[src/acs_regs.vh]
// control register layout, power modes, input types and timing constants
`ifndef ACS_REGS_VH
`define ACS_REGS_VH
`define ACS_CTRL_W        12
`define ACS_CTRL_RST      12'h000
`define ACS_PM_HI         11
`define ACS_PM_LO         10
`define ACS_CODING        9
`define ACS_REFSEL        8
`define ACS_ZERO          7
`define ACS_CH_HI         6
`define ACS_CH_LO         5
`define ACS_IT_HI         4
`define ACS_IT_LO         3
`define ACS_SEQ_HI        2
`define ACS_SEQ_LO        1
`define ACS_RANGE         0
`define ACS_PM_NORMAL     2'h0
`define ACS_PM_AUTOSHUT   2'h1
`define ACS_PM_AUTOSTBY   2'h2
`define ACS_PM_FULLSHUT   2'h3
`define ACS_IT_SINGLE     2'h0
`define ACS_IT_DIFF       2'h1
`define ACS_IT_PSEUDO     2'h2
`define ACS_IT_UNUSED     2'h3
`define ACS_SEQ_OFF       2'h0
`define ACS_SEQ_ON        2'h3
`define ACS_CONV_PERIODS  13
`define ACS_CLK_NS        10
`define ACS_WAKE_INT_NS   7000
`define ACS_WAKE_EXT_NS   600
`define ACS_CONVERSION_CLOCK_IN_TMO     64
`endif

[src/acs_ctrl_store.v]
// control register store, loaded on chip select and write strobe
`timescale 1ns/10ps
module acs_ctrl_store
#(
  parameter W = 12
)
(
  input  wire         core_clk,   // system clock
  input  wire         rst,        // async reset, high
  input  wire         wr_en,      // one-cycle load strobe
  input  wire [W-1:0] wr_data,    // value to store
  output reg  [W-1:0] rd_data     // stored value
);
`include "acs_regs.vh"
  // holds the word; unaffected by power modes
  always @(posedge core_clk or posedge rst)
  begin
    if (rst)
      rd_data <= `ACS_CTRL_RST;                        // RQ14
    else if (wr_en)
      rd_data <= wr_data;                              // RQ4
  end
endmodule

[src/acs_seq_ctrl.v]
// mode decode, channel sequencer and conversion control of a four-channel converter
// Operation
// [RQ1] pm 00: everything powered at all times
// [RQ2] pm 01: full shutdown after every conversion
// [RQ3] pm 10: reference on, buffer partial, rest off
// [RQ4] pm 11: all off, control word retained
// [RQ5] type 00: four single-ended inputs, minus grounded
// [RQ6] type 01: differential pairs 0+1-,1+0-,2+3-,3+2-
// [RQ7] type 10: pseudo differential, same pairs; 11 unused
// [RQ8] seq 00: convert channel from last write
// [RQ9] seq 11: step channel 0 to final, repeat
// [RQ10] differential sequencing skips inverse-polarity pairs
// [RQ11] conversion needs 13 conversion clock periods
// [RQ12] clock stops early: abort, no valid result
// [RQ13] host clears aborted state before reprogramming
// [RQ14] 12-bit write-only register, zero after reset
// [RQ15] fields at 11:10, 6:5, 4:3, 2:1
// [RQ16] start conversion on start input falling edge
// [RQ17] host avoids mixed sequencer settings 01, 10
// [RQ18] auto power-down modes wake before converting
`timescale 1ns/10ps
`include "acs_regs.vh"
module acs_seq_ctrl
#(
  parameter CTRL_W   = `ACS_CTRL_W,
  parameter CONV_N   = `ACS_CONV_PERIODS,
  parameter WAKE_INT = (`ACS_WAKE_INT_NS + `ACS_CLK_NS - 1) / `ACS_CLK_NS,
  parameter WAKE_EXT = (`ACS_WAKE_EXT_NS + `ACS_CLK_NS - 1) / `ACS_CLK_NS,
  parameter TMO      = `ACS_CONVERSION_CLOCK_IN_TMO
)
(
  input  wire              core_clk,            // system clock
  input  wire              rst,                 // async reset, high
  input  wire              cs_n,                // chip select, low
  input  wire              wr_n,                // write strobe, low
  input  wire [CTRL_W-1:0] db_in,               // parallel data bus
  input  wire              conversion_start_n,  // conversion start, falling edge
  input  wire              conversion_clock_in, // conversion clock, sampled
  output reg  [1:0]        pos_sel_reg,         // positive input index
  output reg  [2:0]        neg_sel_reg,         // negative input, 4 = analog_ground
  output reg               ref_pwr_reg,         // reference powered
  output reg  [1:0]        buf_pwr_reg,         // ref buffer: 0 off, 1 partial, 2 full
  output reg               core_pwr_reg,        // converter core powered
  output reg               busy_reg,            // conversion in progress
  output reg               done_reg,            // one-cycle valid result pulse
  output reg               abort_reg,           // one-cycle abort pulse
  output reg  [1:0]        conv_chan_reg,       // channel address of conversion
  output reg               coding_reg,          // output coding bit
  output reg               range_reg            // input range bit
);
  localparam ST_IDLE = 2'h0;
  localparam ST_WAKE = 2'h1;
  localparam ST_CONV = 2'h2;
  localparam ST_STOP = 2'h3;

  wire [CTRL_W-1:0] ctrl;
  reg               wr_d_reg;
  reg               cst_d_reg;
  reg               ck_d_reg;
  reg  [1:0]        state_reg;
  reg  [1:0]        state_next;
  reg  [1:0]        seq_ch_reg;
  reg  [1:0]        seq_ch_next;
  reg  [12:0]       cnt_reg;
  reg  [12:0]       cnt_next;
  reg  [4:0]        per_reg;
  reg  [4:0]        per_next;
  reg  [1:0]        cur_ch;
  reg               wr_evt;

  wire wr_act   = ~cs_n & ~wr_n;
  wire start_ev = cst_d_reg & ~conversion_start_n;   // RQ16
  wire ck_rise  = ~ck_d_reg & conversion_clock_in;
  wire [1:0] pm  = {ctrl[`ACS_PM_HI], ctrl[`ACS_PM_LO]};        // RQ15
  wire [1:0] it  = {ctrl[`ACS_IT_LO], ctrl[`ACS_IT_HI]};        // RQ15
  wire [1:0] sq  = {ctrl[`ACS_SEQ_HI], ctrl[`ACS_SEQ_LO]};      // RQ15
  wire [1:0] fin = {ctrl[`ACS_CH_HI], ctrl[`ACS_CH_LO]};        // RQ15
  wire seq_on    = (sq == `ACS_SEQ_ON);
  wire paired    = (it == `ACS_IT_DIFF) | (it == `ACS_IT_PSEUDO);
  wire auto_pd   = (pm == `ACS_PM_AUTOSHUT) | (pm == `ACS_PM_AUTOSTBY);
  wire [12:0] wake_len = ctrl[`ACS_REFSEL] ? WAKE_INT[12:0] : WAKE_EXT[12:0];

  ////////////////////////////////////////////////////////////////////////
  // write strobe edge loads the register, ignored while converting
  always @*
  begin
    wr_evt = wr_act & ~wr_d_reg & (state_reg == ST_IDLE);
  end

  acs_ctrl_store #(.W(CTRL_W)) u_store
  (
    .core_clk (core_clk),
    .rst      (rst),
    .wr_en    (wr_evt),
    .wr_data  (db_in),
    .rd_data  (ctrl)
  );

  ////////////////////////////////////////////////////////////////////////
  // edge detect registers
  always @(posedge core_clk or posedge rst)
  begin
    if (rst)
    begin
      wr_d_reg  <= 1'b0;
      cst_d_reg <= 1'b1;
      ck_d_reg  <= 1'b0;
    end
    else
    begin
      wr_d_reg  <= wr_act;
      cst_d_reg <= conversion_start_n;
      ck_d_reg  <= conversion_clock_in;
    end
  end

  ////////////////////////////////////////////////////////////////////////
  // channel for the coming conversion
  always @*
  begin
    if (seq_on)
      cur_ch = seq_ch_reg;                             // RQ9
    else
      cur_ch = fin;                                    // RQ8
  end

  ////////////////////////////////////////////////////////////////////////
  // conversion state machine and sequencer step
  always @*
  begin
    state_next  = state_reg;
    cnt_next    = cnt_reg;
    per_next    = per_reg;
    seq_ch_next = seq_ch_reg;
    if (wr_evt)
      seq_ch_next = 2'h0;                              // RQ9
    case (state_reg)
      ST_IDLE:
      begin
        if (start_ev && pm != `ACS_PM_FULLSHUT)
        begin
          per_next = 5'h00;
          cnt_next = 13'h0000;
          if (auto_pd)
            state_next = ST_WAKE;                      // RQ18
          else
            state_next = ST_CONV;
          if (seq_on)
          begin
            if (seq_ch_reg >= fin || (paired && ({1'b0, seq_ch_reg} + 3'h2) > {1'b0, fin}))
              seq_ch_next = 2'h0;                      // RQ9
            else if (paired)
              seq_ch_next = seq_ch_reg + 2'h2;         // RQ10
            else
              seq_ch_next = seq_ch_reg + 2'h1;
          end
        end
      end
      ST_WAKE:
      begin
        cnt_next = cnt_reg + 13'h0001;
        if (cnt_reg + 13'h0001 >= wake_len)            // RQ18
        begin
          cnt_next   = 13'h0000;
          state_next = ST_CONV;
        end
      end
      ST_CONV:
      begin
        if (ck_rise)
        begin
          cnt_next = 13'h0000;
          per_next = per_reg + 5'h01;
          if (per_reg + 5'h01 >= CONV_N[4:0])          // RQ11
            state_next = ST_STOP;
        end
        else
        begin
          cnt_next = cnt_reg + 13'h0001;
          if (cnt_reg >= TMO[12:0])                    // RQ12
            state_next = ST_STOP;
        end
      end
      ST_STOP:
        state_next = ST_IDLE;
      default:
        state_next = ST_IDLE;
    endcase
  end

  ////////////////////////////////////////////////////////////////////////
  // state, sequencer and result flags
  always @(posedge core_clk or posedge rst)
  begin
    if (rst)
    begin
      state_reg     <= ST_IDLE;
      cnt_reg       <= 13'h0000;
      per_reg       <= 5'h00;
      seq_ch_reg    <= 2'h0;
      busy_reg      <= 1'b0;
      done_reg      <= 1'b0;
      abort_reg     <= 1'b0;
      conv_chan_reg <= 2'h0;
    end
    else
    begin
      state_reg  <= state_next;
      cnt_reg    <= cnt_next;
      per_reg    <= per_next;
      seq_ch_reg <= seq_ch_next;
      busy_reg   <= (state_next != ST_IDLE) & (state_next != ST_STOP);
      done_reg   <= (state_reg == ST_CONV) & (state_next == ST_STOP) & ck_rise;   // RQ11
      abort_reg  <= (state_reg == ST_CONV) & (state_next == ST_STOP) & ~ck_rise;  // RQ12
      if (state_reg == ST_IDLE && state_next != ST_IDLE)
        conv_chan_reg <= cur_ch;                       // RQ16
    end
  end

  ////////////////////////////////////////////////////////////////////////
  // input mux select and power control
  always @(posedge core_clk or posedge rst)
  begin
    if (rst)
    begin
      pos_sel_reg  <= 2'h0;
      neg_sel_reg  <= 3'h4;
      ref_pwr_reg  <= 1'b1;
      buf_pwr_reg  <= 2'h2;
      core_pwr_reg <= 1'b1;
      coding_reg   <= 1'b0;
      range_reg    <= 1'b0;
    end
    else
    begin
      coding_reg  <= ctrl[`ACS_CODING];
      range_reg   <= ctrl[`ACS_RANGE];
      pos_sel_reg <= cur_ch;                           // RQ5
      if (it == `ACS_IT_SINGLE || it == `ACS_IT_UNUSED)
        neg_sel_reg <= 3'h4;                           // RQ5
      else
        neg_sel_reg <= {1'b0, cur_ch[1], ~cur_ch[0]};  // RQ6 RQ7
      case (pm)
        `ACS_PM_NORMAL:
        begin
          ref_pwr_reg  <= 1'b1;                        // RQ1
          buf_pwr_reg  <= 2'h2;
          core_pwr_reg <= 1'b1;
        end
        `ACS_PM_AUTOSHUT:
        begin
          ref_pwr_reg  <= state_next != ST_IDLE;       // RQ2
          buf_pwr_reg  <= (state_next != ST_IDLE) ? 2'h2 : 2'h0;
          core_pwr_reg <= state_next != ST_IDLE;
        end
        `ACS_PM_AUTOSTBY:
        begin
          ref_pwr_reg  <= 1'b1;                        // RQ3
          buf_pwr_reg  <= (state_next != ST_IDLE) ? 2'h2 : 2'h1;
          core_pwr_reg <= state_next != ST_IDLE;
        end
        default:
        begin
          ref_pwr_reg  <= 1'b0;                        // RQ4
          buf_pwr_reg  <= 2'h0;
          core_pwr_reg <= 1'b0;
        end
      endcase
    end
  end
endmodule

[config.mk]
export PLATFORM = sky130hd
export DESIGN_NAME = acs_seq_ctrl
export DESIGN_NICKNAME = d
export VERILOG_FILES = /design/src/acs_ctrl_store.v /design/src/acs_seq_ctrl.v
export VERILOG_INCLUDE_DIRS = /design/src /design/src/src
export SDC_FILE = /design/constraint.sdc
export NUM_CORES = 1
export LEC_CHECK = 0
export ABC_AREA = 1
export BUFFER_PORTS_ARGS = -buffer_cell sky130_fd_sc_hd__buf_2
export CORE_ASPECT_RATIO = 0.5
export CORE_MARGIN = 10
export CORE_UTILIZATION = 55
export CTS_BUF_LIST = sky130_fd_sc_hd__clkbuf_8
export DETAILED_ROUTE_END_ITERATION = 6
export HOLD_SLACK_MARGIN = 0.12
export PLACE_DENSITY = 0.82
export SLEW_MARGIN = 20
export SYNTH_ARGS = -nofsm -noshare
export SYNTH_HDL_FRONTEND = slang
export SYNTH_SLANG_ARGS = --single-unit
[constraint.sdc]
create_clock -name core_clk -period 3.2 [get_ports core_clk]
set_clock_uncertainty 0.15 [all_clocks]
set_input_delay 0.64 -clock core_clk [delete_from_list [all_inputs] [get_ports core_clk]]
set_output_delay 0.64 -clock core_clk [all_outputs]
set_load 0.01 [all_outputs]
# --- Word level (Yosys, flattened, before mapping) ---
# Index checks and enable logic that the tools add are counted.
totals:
  reg_bits: 53
  in_bits: 18
  output_inout_bits: 16
  elab_cells: 104
op_classes:
  add_sub_neg: 5
  order_cmp: 5
  n_eq_ne: 14
  mux: 28
  bitwise: 18
  n_reduce_logical: 15
ops:
  columns: ["op", "n"]
  rows:
  - ["two-way mux 13 bit", 3]
  - ["case mux 13 bit (3 select lines)", 1]
  - ["two-way mux 2 bit", 15]
  - ["equality test 2 bit, second input constant", 7]
  - ["adder 13 x 1 -> 13 bit, second input constant", 1]
  - ["greater-or-equal comparator 13 x 10 -> 1 bit", 1]
  - ["greater-or-equal comparator 13 x 7 -> 1 bit, second input constant", 1]
  - ["two-way mux 10 bit", 1]
  - ["two-way mux 5 bit", 2]
  - ["case mux 5 bit (2 select lines)", 1]
  - ["AND 1 bit", 9]
  - ["case mux 2 bit (4 select lines)", 1]
  - ["NOT 1 bit", 7]
  - ["equality test 2 x 1 -> 1 bit, second input constant", 3]
  - ["logical NOT 2 bit", 3]
  - ["!= test 2 bit, second input constant", 3]
  - ["case mux 2 bit (3 select lines)", 1]
  - ["adder 5 x 1 -> 5 bit, second input constant", 1]
  - ["greater-or-equal comparator 5 x 4 -> 1 bit, second input constant", 1]
  - ["case mux 1 bit (2 select lines)", 2]
  - ["nonzero test 2 bit", 2]
  - ["OR reduction 2 bit", 2]
  - ["adder 2 x 2 -> 3 bit, second input constant", 1]
  - ["greater-than comparator 3 x 2 -> 1 bit", 1]
  - ["11 further kinds", 15]

# --- Longest topological paths before layout ---
# Gate-level depths: netlist (run 1).
logic_depth:
  depth_word: 8
  mapped_depth: 21
  depth_no_buf: 21

# --- Hierarchy ---
# Synthesis (run 1) repeated with hierarchy kept, for this count alone.
unflattened:
  cells_unflattened: 374
  hier_area_um2: 2952.8
by_module_without_submodules:
  columns: ["module", "instances", "cells_per_inst", "area_per_inst_um2", "seq_area_each_um2"]
  rows:
  - ["acs_seq_ctrl", 1, 322, 2491.1, 1032.2]
  - ["acs_ctrl_store", 1, 52, 461.7, 300.3]

# --- Least setup slack after synthesis (run 1) ---
# OpenSTA, ideal clock, no wires.
synth_path:
  path_type: "reg-to-reg"
  startpoint: "register cnt_reg[2]"
  endpoint: "register conv_chan_reg[0]"
  setup_ps: 125
  t_arrival_ps: 2625
  required_ps: 2925
  slack_ps: 300
  path_stages_with_launch: 21
  path_buffers: 0
  synth_period_minus_slack_ps: 2900
  path_cell_list: "dfrtp_1 > nand2_1 > nor2_2 > nand2_2 > clkinv_1 > nand3_1 > xor2_1 > inv_1 > ha_1 > nand3_1 > inv_1 > nand3_1 > nand2_1 > clkinv_1 > nand3_1 > nand2_1 > nand2_1 > nand2_1 > ha_1 > nor2_1 > mux2_2"
synth_between:
  elab_chain_cells: 6
  elab_cells_between_ends: 9
  classes_between: "1 x add/sub; 2 x order compare; 4 x mux; 2 x reduce/logical"
synth_rtl:
  columns: ["item", "line_no", "text"]
  rows:
  - ["from (decl)", "acs_seq_ctrl.v:64", "reg [12:0] cnt_reg;"]
  - ["from (signal assigned)", "acs_seq_ctrl.v:209", "cnt_reg <= cnt_next;"]
  - ["adder 13 x 1 -> 13 bit or greater-or-equal comparator 13 x 7 -> 1 bit (tied branches)", "acs_seq_ctrl.v:162, acs_seq_ctrl.v:180", null]
  - ["greater-or-equal comparator 13 x 10 -> 1 bit or two-way mux 2 bit (tied branches)", "acs_seq_ctrl.v:162, acs_seq_ctrl.v:180", null]
  - ["two-way mux 2 bit (on tied branches)", "acs_seq_ctrl.v:162, acs_seq_ctrl.v:170", null]
  - ["case mux 2 bit (4 select lines) (*)", "acs_seq_ctrl.v:137", "case (state_reg)"]
  - ["nonzero test 2 bit (*)", "acs_seq_ctrl.v:215", "if (state_reg == ST_IDLE && state_next != ST_IDLE)"]
  - ["logical AND 1 bit (*)", "acs_seq_ctrl.v:215", null]
  - ["to (signal assigned)", "acs_seq_ctrl.v:216", "conv_chan_reg <= cur_ch;"]
  - ["to (decl)", "acs_seq_ctrl.v:47", "output reg [1:0] conv_chan_reg,"]
# Mark *: on every way between the ends. The rest lies on a longest branch, timed or not.
# A chain may end at the register's enable or synchronous reset.

# --- Final worst setup path (run 1) ---
layout_path:
  startpoint: "register cnt_reg[1]"
  endpoint: "register conv_chan_reg[0]"
# The elaborated chain is that of the path after synthesis.

==> results_dict.tcl, run 1 <==
set metrics [dict create \
    portBuffers 32 \
    firstDrtPassIters 4 \
    cts_buffers 5 \
    maxCapViolations 0 \
    synth_cell_types 33 \
    maxSlewViolCount 0 \
    synth_fp_nets 405 \
    cts_tree "built" \
    layout_common_cells "103 x nand2_1, 47 x inv_1, 47 x dfrtp_1" \
    syn_inst 366 \
    fin_tns_setup_ns 0 \
    yosysSeqAreaShare_pct 44.5 \
    yosysTopAreaCell "dfrtp_1" \
    grt_util_all_layers_pct 14.7 \
    diodes 0 \
    hold_violations 0 \
    synth_area_leaders "dfrtp_1 40%, nand2_1 13%, ha_1 8.9%" \
    cp-end-kind "flop" \
    fin_crit_ns 3.06 \
    crit_type "reg -> reg" \
    cts.htree.levels 2 \
    r2r_cells 20 \
    antenna_found_initial 0 \
    antenna_left 0 \
    path_clk_slew_ns 0.11 \
    drive_gt1_share_pct 21.0 \
    syn_area_per_cell_um2 8.03 \
    rsz0062_at_grt "true" \
    powerDensity_nw_per_um2 767 \
    status "finished, final reports clean" \
    largest_register_ffs 13 \
    syn_area_um2 2940 \
    ys_warn_count 0 \
    final_cells 490 \
    rrSetupSlack_ns 0.14 \
    postCtsHoldBufs 0 \
    dp_hpwl_um 4740 \
    worst_pin_slew_ns 0.434 \
    irDropWorstVdd_v 0.000370 \
    multi_input_area_um2 1450 \
    start_util_pct 58.3 \
    place_congestion 0.827 \
    r2r-start "cnt_reg[1]" \
    grt_pass1_wl_um 10700 \
    vias 2456 \
    clkLatencyLatePin_ns 0.32 \
    cp.arrival_ns 3.12 \
    relSlewSlack_pct 70.8 \
    seq_area_um2 1310 \
    yosysTopAreaCellShare_pct 40.0 \
    root_buffer "clkbuf_8" \
    cts.path.max_buffers 2 \
    r2r_end "conv_chan_reg[0]" \
    drtIter0Drc 177 \
    final_common_cell "nand2_1" \
    die_w_um 123 \
    nets 458 \
    wl_per_cell_um 12.8 \
    place_inst 472 \
    dieArea_um2 8850 \
    coreArea_um2 5040 \
    num_rows 18 \
    boundaryPins 34 \
    n_fill_cell 431 \
    worst_setup_path_start_kind "flop" \
    fmaxAchievable_ghz 0.327 \
    routed_via_density 5.01 \
    crit_start "cnt_reg[1]" \
    hold_class "in -> async" \
    required_ns 3.27 \
    ys_seq_elements 52 \
    grt_pass1_vias 2500 \
    cp_max_fo 4 \
    period_share_pct 95.5 \
    fp.dieH_um 71.7 \
    routed_wl_um 6250 \
    drc 0 \
    overflow 0 \
    grt_max_degree 22 \
    leakage_nw 1.71 \
    syn_to_final_growth_pct 16.2 \
    numClockSinks 52 \
    setup_viol 0 \
]
==> layer usage <==
metal / up-vias / global-route usage (%) / wire, µm
li1: 1251 / - / -
met1: 1141 / 16.9 / 2750
met2: 57 / 26.0 / 3060
met3: 7 / 3.44 / 352
met4: 0 / 5.65 / 82
met5: - / 0 / 0
==> through the flow <==
| stage | setup slack, ns | power, mW | cell area (µm²) | hold slack [ns] | utilization, % |
|---|---|---|---|---|---|
| finish | 0.144 | 2.62 | 3410 | 0.128 | 67.7 |
| global route | -0.125 | 2.84 | 3410 | 0.165 | 67.7 |
| CTS | 0.0272 | 2.57 | 3320 | 0.137 | 65.8 |
| detailed placement | 0.00310 | 2.15 | 3220 | 0.211 | 63.8 |
| global placement | 0.137 | 2.08 | 3220 | 0.207 | 63.8 |
| floorplan | 0.300 | 1.80 | 2940 | 0.204 | - |
==> critical path, stage by stage, from the launching register on <==
cell,delay [ns]
dfrtp_1,0.42
nand2_1,0.13
nor2_4,0.06
nand2_2,0.09
clkinv_1,0.10
nand3_1,0.09
xor2_1,0.20
inv_1,0.06
ha_1,0.27
nand3_1,0.10
inv_1,0.08
nand3_1,0.08
nand2_1,0.06
clkinv_1,0.10
nand3_1,0.08
nand2_1,0.08
nand2_1,0.06
nand2_1,0.06
ha_2,0.21
nor2_4,0.11
mux2_2,0.34
==> where the power goes <==
| part | internal, mW | switching (mW) | leakage, nW | total [mW] |
|---|---|---|---|---|
| clock network | 0.161 | 0.244 | 0.0463 | 0.405 |
| registers | 0.881 | 0.107 | 0.666 | 0.989 |
| logic | 0.439 | 0.786 | 0.997 | 1.22 |
==> worst max path at each step <==
stage / endpoint / slack [ns] / cells after the start
after floorplan: conv_chan_reg[0] / 0.30 / 20
after global placement: conv_chan_reg[0] / 0.14 / 20
after detailed placement: conv_chan_reg[0] / 0.003 / 20
after CTS: conv_chan_reg[0] / 0.03 / 20
after global routing: conv_chan_reg[0] / -0.13 / 20
final: conv_chan_reg[0] / 0.14 / 20
==> logic make-up after synthesis <==
logic type | after synthesis | share of synthesized area (%)
AOI/OAI and AO/OA | 36 | 6.77
xor gates and xnor gates | 10 | 2.98
adders and majority gates | 21 | 8.94
buffers and inverters | 54 | 6.90
DFF | 52 | 44.5
muxes | 1 | 0.383
and+or+nand+nor | 192 | 29.5
==> area by class of cell <==
cell class | count | area share (%)
clock inverter | 3 | 0.806
clock buffer | 5 | 2.02
inverter | 53 | 5.83
sequential | 52 | 38.3
tap | 70 | 2.57
multi-input combinational | 260 | 42.5
timing repair buffer | 47 | 7.99
==> what timing repair did <==
item,4_1_cts,5_1_grt
pin swaps,0,2
resized for setup,1,5
buffers inserted,0,10
hold endpoints to repair,0,0
endpoints found under the setup margin,1,5
==> synth_stat cells <==
cell type	instances
mux2_2	1
dfrtp_1	47
or2_2	1
nor4_4	1
a21boi_0	1
nor4_1	1
nand3b_1	1
o21ai_0	21
inv_1	48
nor2_2	4
xnor2_1	4
o21bai_1	1
dfstp_2	5
a21oi_1	7
clkbuf_1	1
xor2_1	6
a22oi_1	1
ha_1	21
o211ai_1	1
a211oi_1	1
nand3_2	4
clkinv_1	4
nand2_2	6
nand2_4	1
nor2_1	39
o22ai_1	2
nand3_1	16
nand2_1	104
inv_2	1
nor3_1	5
a21oi_2	1
nand4_1	6
nor2_4	3
Power figures use the tool's default switching activity.
==> run 2, diff against run 1 <==
Settings changed: BUFFER_PORTS_ARGS -buffer_cell sky130_fd_sc_hd__buf_2 to -buffer_cell sky130_fd_sc_hd__clkbuf_2, CORE_MARGIN 10 to unset.
==> run 2 against run 1 <==
Global-route usage rose by 8.6 points. Largest power group unchanged. Critical endpoint unchanged. Flip-flop and latch count stayed put. Clock power barely moved. Non-clock buffer count decreased by 3. Combinational power fell by 5%. Critical path depth fell by 1. Design area fell by 0.77%. Routed wire length down 2.4%. Die area decreased by 36%. Total power decreased by 1.9%. Worst hold slack improved by 0.015 ns. First-iteration DRC count is 37% lower.
==> results_dict.tcl, run 2 (synthesis results as in run 1) <==
set metrics [dict create \
    largest_register_ffs 13 \
    status "finished, final reports clean" \
    fmaxAchievable_ghz 0.327 \
    cts.htree.levels 2 \
    setup_viol 0 \
    irDropWorstVdd_v 0.000407 \
    clockPowerShare_pct 15.8 \
    antenna_found_initial 0 \
    fp.dieH_um 53.7 \
    drtIter0Drc 111 \
    antenna_left 0 \
    dp_hpwl_um 4570 \
    final_util_pct 67.5 \
    routed_wl_um 6100 \
    die_w_um 105 \
    n_fill_cell 387 \
    clkLatencyLatePin_ns 0.32 \
    grt_util_all_layers_pct 23.3 \
    final_common_cell "nand2_1" \
    post-place-ws_ns -0.0247 \
    numClockSinks 52 \
    fin_crit_ns 3.06 \
    final_cells 487 \
    nets 455 \
    num_rows 18 \
    cp-end-kind "flop" \
    cp_max_fo 4 \
    maxSlewViolCount 0 \
    crit_type "reg -> reg" \
    internal_power_mw 1.45 \
    grt_max_degree 35 \
    worst_setup_path_start_kind "flop" \
    place_inst 473 \
    cp.arrival_ns 3.13 \
    hold_class "in -> async" \
    routed_via_density 5.14 \
    seqPwrFrac_pct 38.9 \
    root_buffer "clkbuf_8" \
    maxCapViolations 0 \
    diodes 0 \
    cts_tree "built" \
    syn_to_final_growth_pct 15.3 \
    drive_gt1_share_pct 20.6 \
    vias 2504 \
    seq_area_um2 1310 \
    boundaryPins 34 \
    grt_pass1_wl_um 10100 \
    hold_violations 0 \
    overflow 0 \
    dieArea_um2 5660 \
    cts_buffers 5 \
    coreArea_um2 5020 \
    required_ns 3.27 \
    swShare_pct 43.7 \
    layout_common_cells "104 x nand2_1, 47 x inv_1, 46 x dfrtp_1" \
    grt_pass1_vias 2371 \
    worst_pin_slew_ns 0.425 \
    path_clk_slew_ns 0.11 \
    drc 0 \
    period_share_pct 95.6 \
    total_power_mw 2.57 \
    start_util_pct 58.5 \
    firstDrtPassIters 4 \
    portBuffers 32 \
    combPwrFrac_pct 45.2 \
    cts.path.max_buffers 2 \
    leakage_nw 1.69 \
    setup_slack_ns 0.142 \
    postCtsHoldBufs 0 \
    wl_per_cell_um 12.5 \
    switchingPower_mw 1.12 \
    place_congestion 0.885 \
    multi_input_area_um2 1450 \
    relSlewSlack_pct 71.6 \
    powerDensity_nw_per_um2 758 \
    fin_tns_setup_ns 0 \
]
-- run 2: metal layers --
metal	track usage [%]	wire length (µm)
met1	26.7	2660
met2	43.1	2980
met3	6.17	323
met4	9.86	133
met5	0	0
-- run 2: path summary, 6_finish.rpt --
check                                   startpoint                to  slack (ns)  cells past startpoint
worst max register to register          cnt_reg[1]  conv_chan_reg[0]        0.14                     19
min in group core_clk           u_store.rd_data[0]         range_reg        0.23                      0
worst min-delay path                           rst        cnt_reg[2]        0.14                      2
max in group asynchronous                      rst         cst_d_reg        1.95                      3
worst min register to register  u_store.rd_data[0]         range_reg        0.23                      0
worst max-delay path                    cnt_reg[1]  conv_chan_reg[0]        0.14                     19
-- run 2: area by class of cell --
class                      count  share of cell area [%]
clock buffer                   5                    2.03
clock inverter                 3                   0.812
inverter                      53                    5.87
multi-input combinational    260                    42.7
sequential                    52                    38.6
tap                           70                    2.58
timing repair buffer          44                    7.39
-- run 2: timing repair --
| action | CTS | global route |
|---|---|---|
| pin swaps | 0 | 1 |
| resized for setup | 2 | 4 |
| setup buffers | 0 | 6 |
| setup endpoints to repair | 1 | 4 |
-- run 2: per-stage QoR --
stage | hold slack (ns) | instance area, µm²
floorplan | 0.204 | 2940
global placement | 0.209 | 3230
detailed placement | 0.216 | 3230
CTS | 0.159 | 3330
global route | 0.178 | 3390
finish | 0.143 | 3390
-- run 2: worst max-delay path, stage by stage (launching register included) --
cell and delay [ns]:
dfrtp_1 0.41, nand2_1 0.12, nor2_4 0.13, nand2_2 0.08
clkinv_1 0.07, nand3_1 0.10, xor2_2 0.16, inv_1 0.07
ha_1 0.27, nand3_1 0.13, inv_1 0.06, nand3_1 0.08
nand2_1 0.06, inv_2 0.08, nand4_1 0.11, nand2_1 0.08
o21ai_0 0.08, ha_1 0.22, nor2_2 0.15, mux2_2 0.35
-- run 2: power groups by stage --
stage	logic, mW	clock network (mW)	registers [mW]
2_1_floorplan	0.764	0	1.03
3_3_place_gp	1.07	0	0.995
3_5_place_dp	1.14	0	1.01
4_1_cts	1.14	0.405	1.00
5_1_grt	1.34	0.438	1.02
6_report	1.16	0.407	1.00
==> run 3, diff against run 2 <==
Settings changed: CORE_UTILIZATION 55 to 60, PLACE_DENSITY 0.82 to 0.88.
==> run 3 against run 2 <==
Die area is 8.1% lower. First-iteration DRC count is 5.4% lower. Setup slack better by 0.022 ns. Global-route usage is 3.0 points higher. Critical endpoint unchanged. Largest power group unchanged.
==> results_dict.tcl, run 3 (synthesis results as in run 1) <==
set metrics [dict create \
    grt_pass1_vias 2388 \
    grt_pass1_wl_um 10300 \
    nets 451 \
    overflow 0 \
    fin_tns_setup_ns 0 \
    hold_violations 0 \
    wl_met3_um 296 \
    coreArea_um2 4550 \
    portBuffers 32 \
    clkLatencyLatePin_ns 0.31 \
    total_power_mw 2.58 \
    syn_to_final_growth_pct 14.3 \
    maxCapViolations 0 \
    grt_max_degree 53 \
    drive_gt1_share_pct 19.9 \
    worst_pin_slew_ns 0.894 \
    cp_max_fo 5 \
    relSlewSlack_pct 40.4 \
    largest_register_ffs 13 \
    worst_setup_path_start_kind "flop" \
    cts_buffers 5 \
    powerDensity_nw_per_um2 769 \
    period_share_pct 94.9 \
    grt_util_all_layers_pct 26.4 \
    met1_length_um 2690 \
    num_rows 17 \
    hp-start "u_store.rd_data[9]" \
    path_delay_family "simple AND/OR/NAND/NOR gates" \
    routed_via_density 5.17 \
    diodes 0 \
    vias 2475 \
    place_congestion 0.895 \
    dr_wl_met2_um 2980 \
    holdPathStages 0 \
    leakage_nw 1.67 \
    boundaryPins 34 \
    required_ns 3.26 \
    fin_crit_ns 3.04 \
    cp-end-kind "flop" \
    antenna_found_initial 0 \
    firstDrtPassIters 4 \
    path_clk_slew_ns 0.10 \
    antenna_left 0 \
    dp_hpwl_um 4470 \
    fp.dieH_um 51.5 \
    hold_class "reg -> reg" \
    status "finished, final reports clean" \
    min_to "coding_reg" \
    path_cells "inv_1 -> nor2_4 -> nand2_2 -> clkinv_1 -> nand3_1 -> xor2_2 -> inv_1 -> ha_1 -> nand3_1 -> nor2_1 -> nand3_2 -> nand3_1 -> nand2_1 -> nand2_1 -> nand2_1 -> ha_2 -> nor2_2 -> mux2_2" \
    r2r_end "conv_chan_reg[0]" \
    cp.arrival_ns 3.10 \
    cts.path.max_buffers 2 \
    cts.htree.levels 2 \
    critical-path-max-stage-delay_ns 0.41 \
    routed_wl_um 6090 \
    setup_viol 0 \
    wl_per_cell_um 12.7 \
    root_buffer "clkbuf_8" \
    rrSetupSlack_ns 0.16 \
    final_common_cell "nand2_1" \
    start_util_pct 64.6 \
    drtIter0Drc 105 \
    setup_slack_ns 0.164 \
    r2r_cells 18 \
    cp_num_buf_inv 3 \
    slowest_stage "dfrtp_1" \
    layout_common_cells "104 x nand2_1, 47 x inv_1, 47 x dfrtp_1" \
    crit_type "reg -> reg" \
    die_w_um 101 \
    fmaxAchievable_ghz 0.329 \
    cts_tree "built" \
    maxSlewViolCount 0 \
    dieArea_um2 5200 \
    r2r-start "cnt_reg[0]" \
    routed.top_layer "met4" \
    timing.hold.ws_ns 0.235 \
    post-place-ws_ns 0.0299 \
    place_inst 468 \
    irDropWorstVdd_v 0.000365 \
    numClockSinks 52 \
    final_cells 479 \
    drc 0 \
]
run 3: routing by layer:
metal | vias to the layer above | global-route usage (%)
met4 | 0 | 9.90
li1 | 1237 | -
met2 | 75 | 46.8
met3 | 15 | 5.78
met1 | 1148 | 32.2
met5 | - | 0
run 3: how the worst max path moves through the flow:
stage | start | to | slack [ns] | cells past startpoint
floorplan | cnt_reg[2] | conv_chan_reg[0] | 0.30 | 20
global route | cnt_reg[0] | conv_chan_reg[0] | -0.04 | 19
detailed placement | cnt_reg[0] | conv_chan_reg[0] | 0.03 | 20
finish | cnt_reg[0] | conv_chan_reg[0] | 0.16 | 18
global placement | cnt_reg[0] | conv_chan_reg[0] | 0.14 | 20
CTS | cnt_reg[0] | conv_chan_reg[0] | 0.0006 | 20
run 3: through the flow:
stage | util [%] | instance area [µm²]
final | 73.8 | 3360
after global routing | 73.8 | 3360
after CTS | 72.8 | 3310
after detailed placement | 70.6 | 3220
after global placement | 70.6 | 3220
after floorplan | - | 2940
run 3: report_power, final:
| part | total [mW] | internal [mW] | switching [mW] | leakage (nW) |
|---|---|---|---|---|
| Combinational | 1.18 | 0.415 | 0.769 | 0.961 |
| Clock | 0.399 | 0.161 | 0.238 | 0.0463 |
| Sequential | 0.998 | 0.883 | 0.116 | 0.666 |
run 3: timing repair:
item | in CTS | in global routing
hold buffers | 0 | 0
buffers inserted | 0 | 3
setup endpoints to repair | 0 | 5
resized for setup | 0 | 6
run 3: layout make-up:
cell class                 instances  area, µm²
tap                               66       82.6
clock buffer                       5       68.8
fill                             357       1190
inverter                          53        200
timing repair buffer              40        220
sequential                        52       1310
clock inverter                     3       27.5
multi-input combinational        260       1450
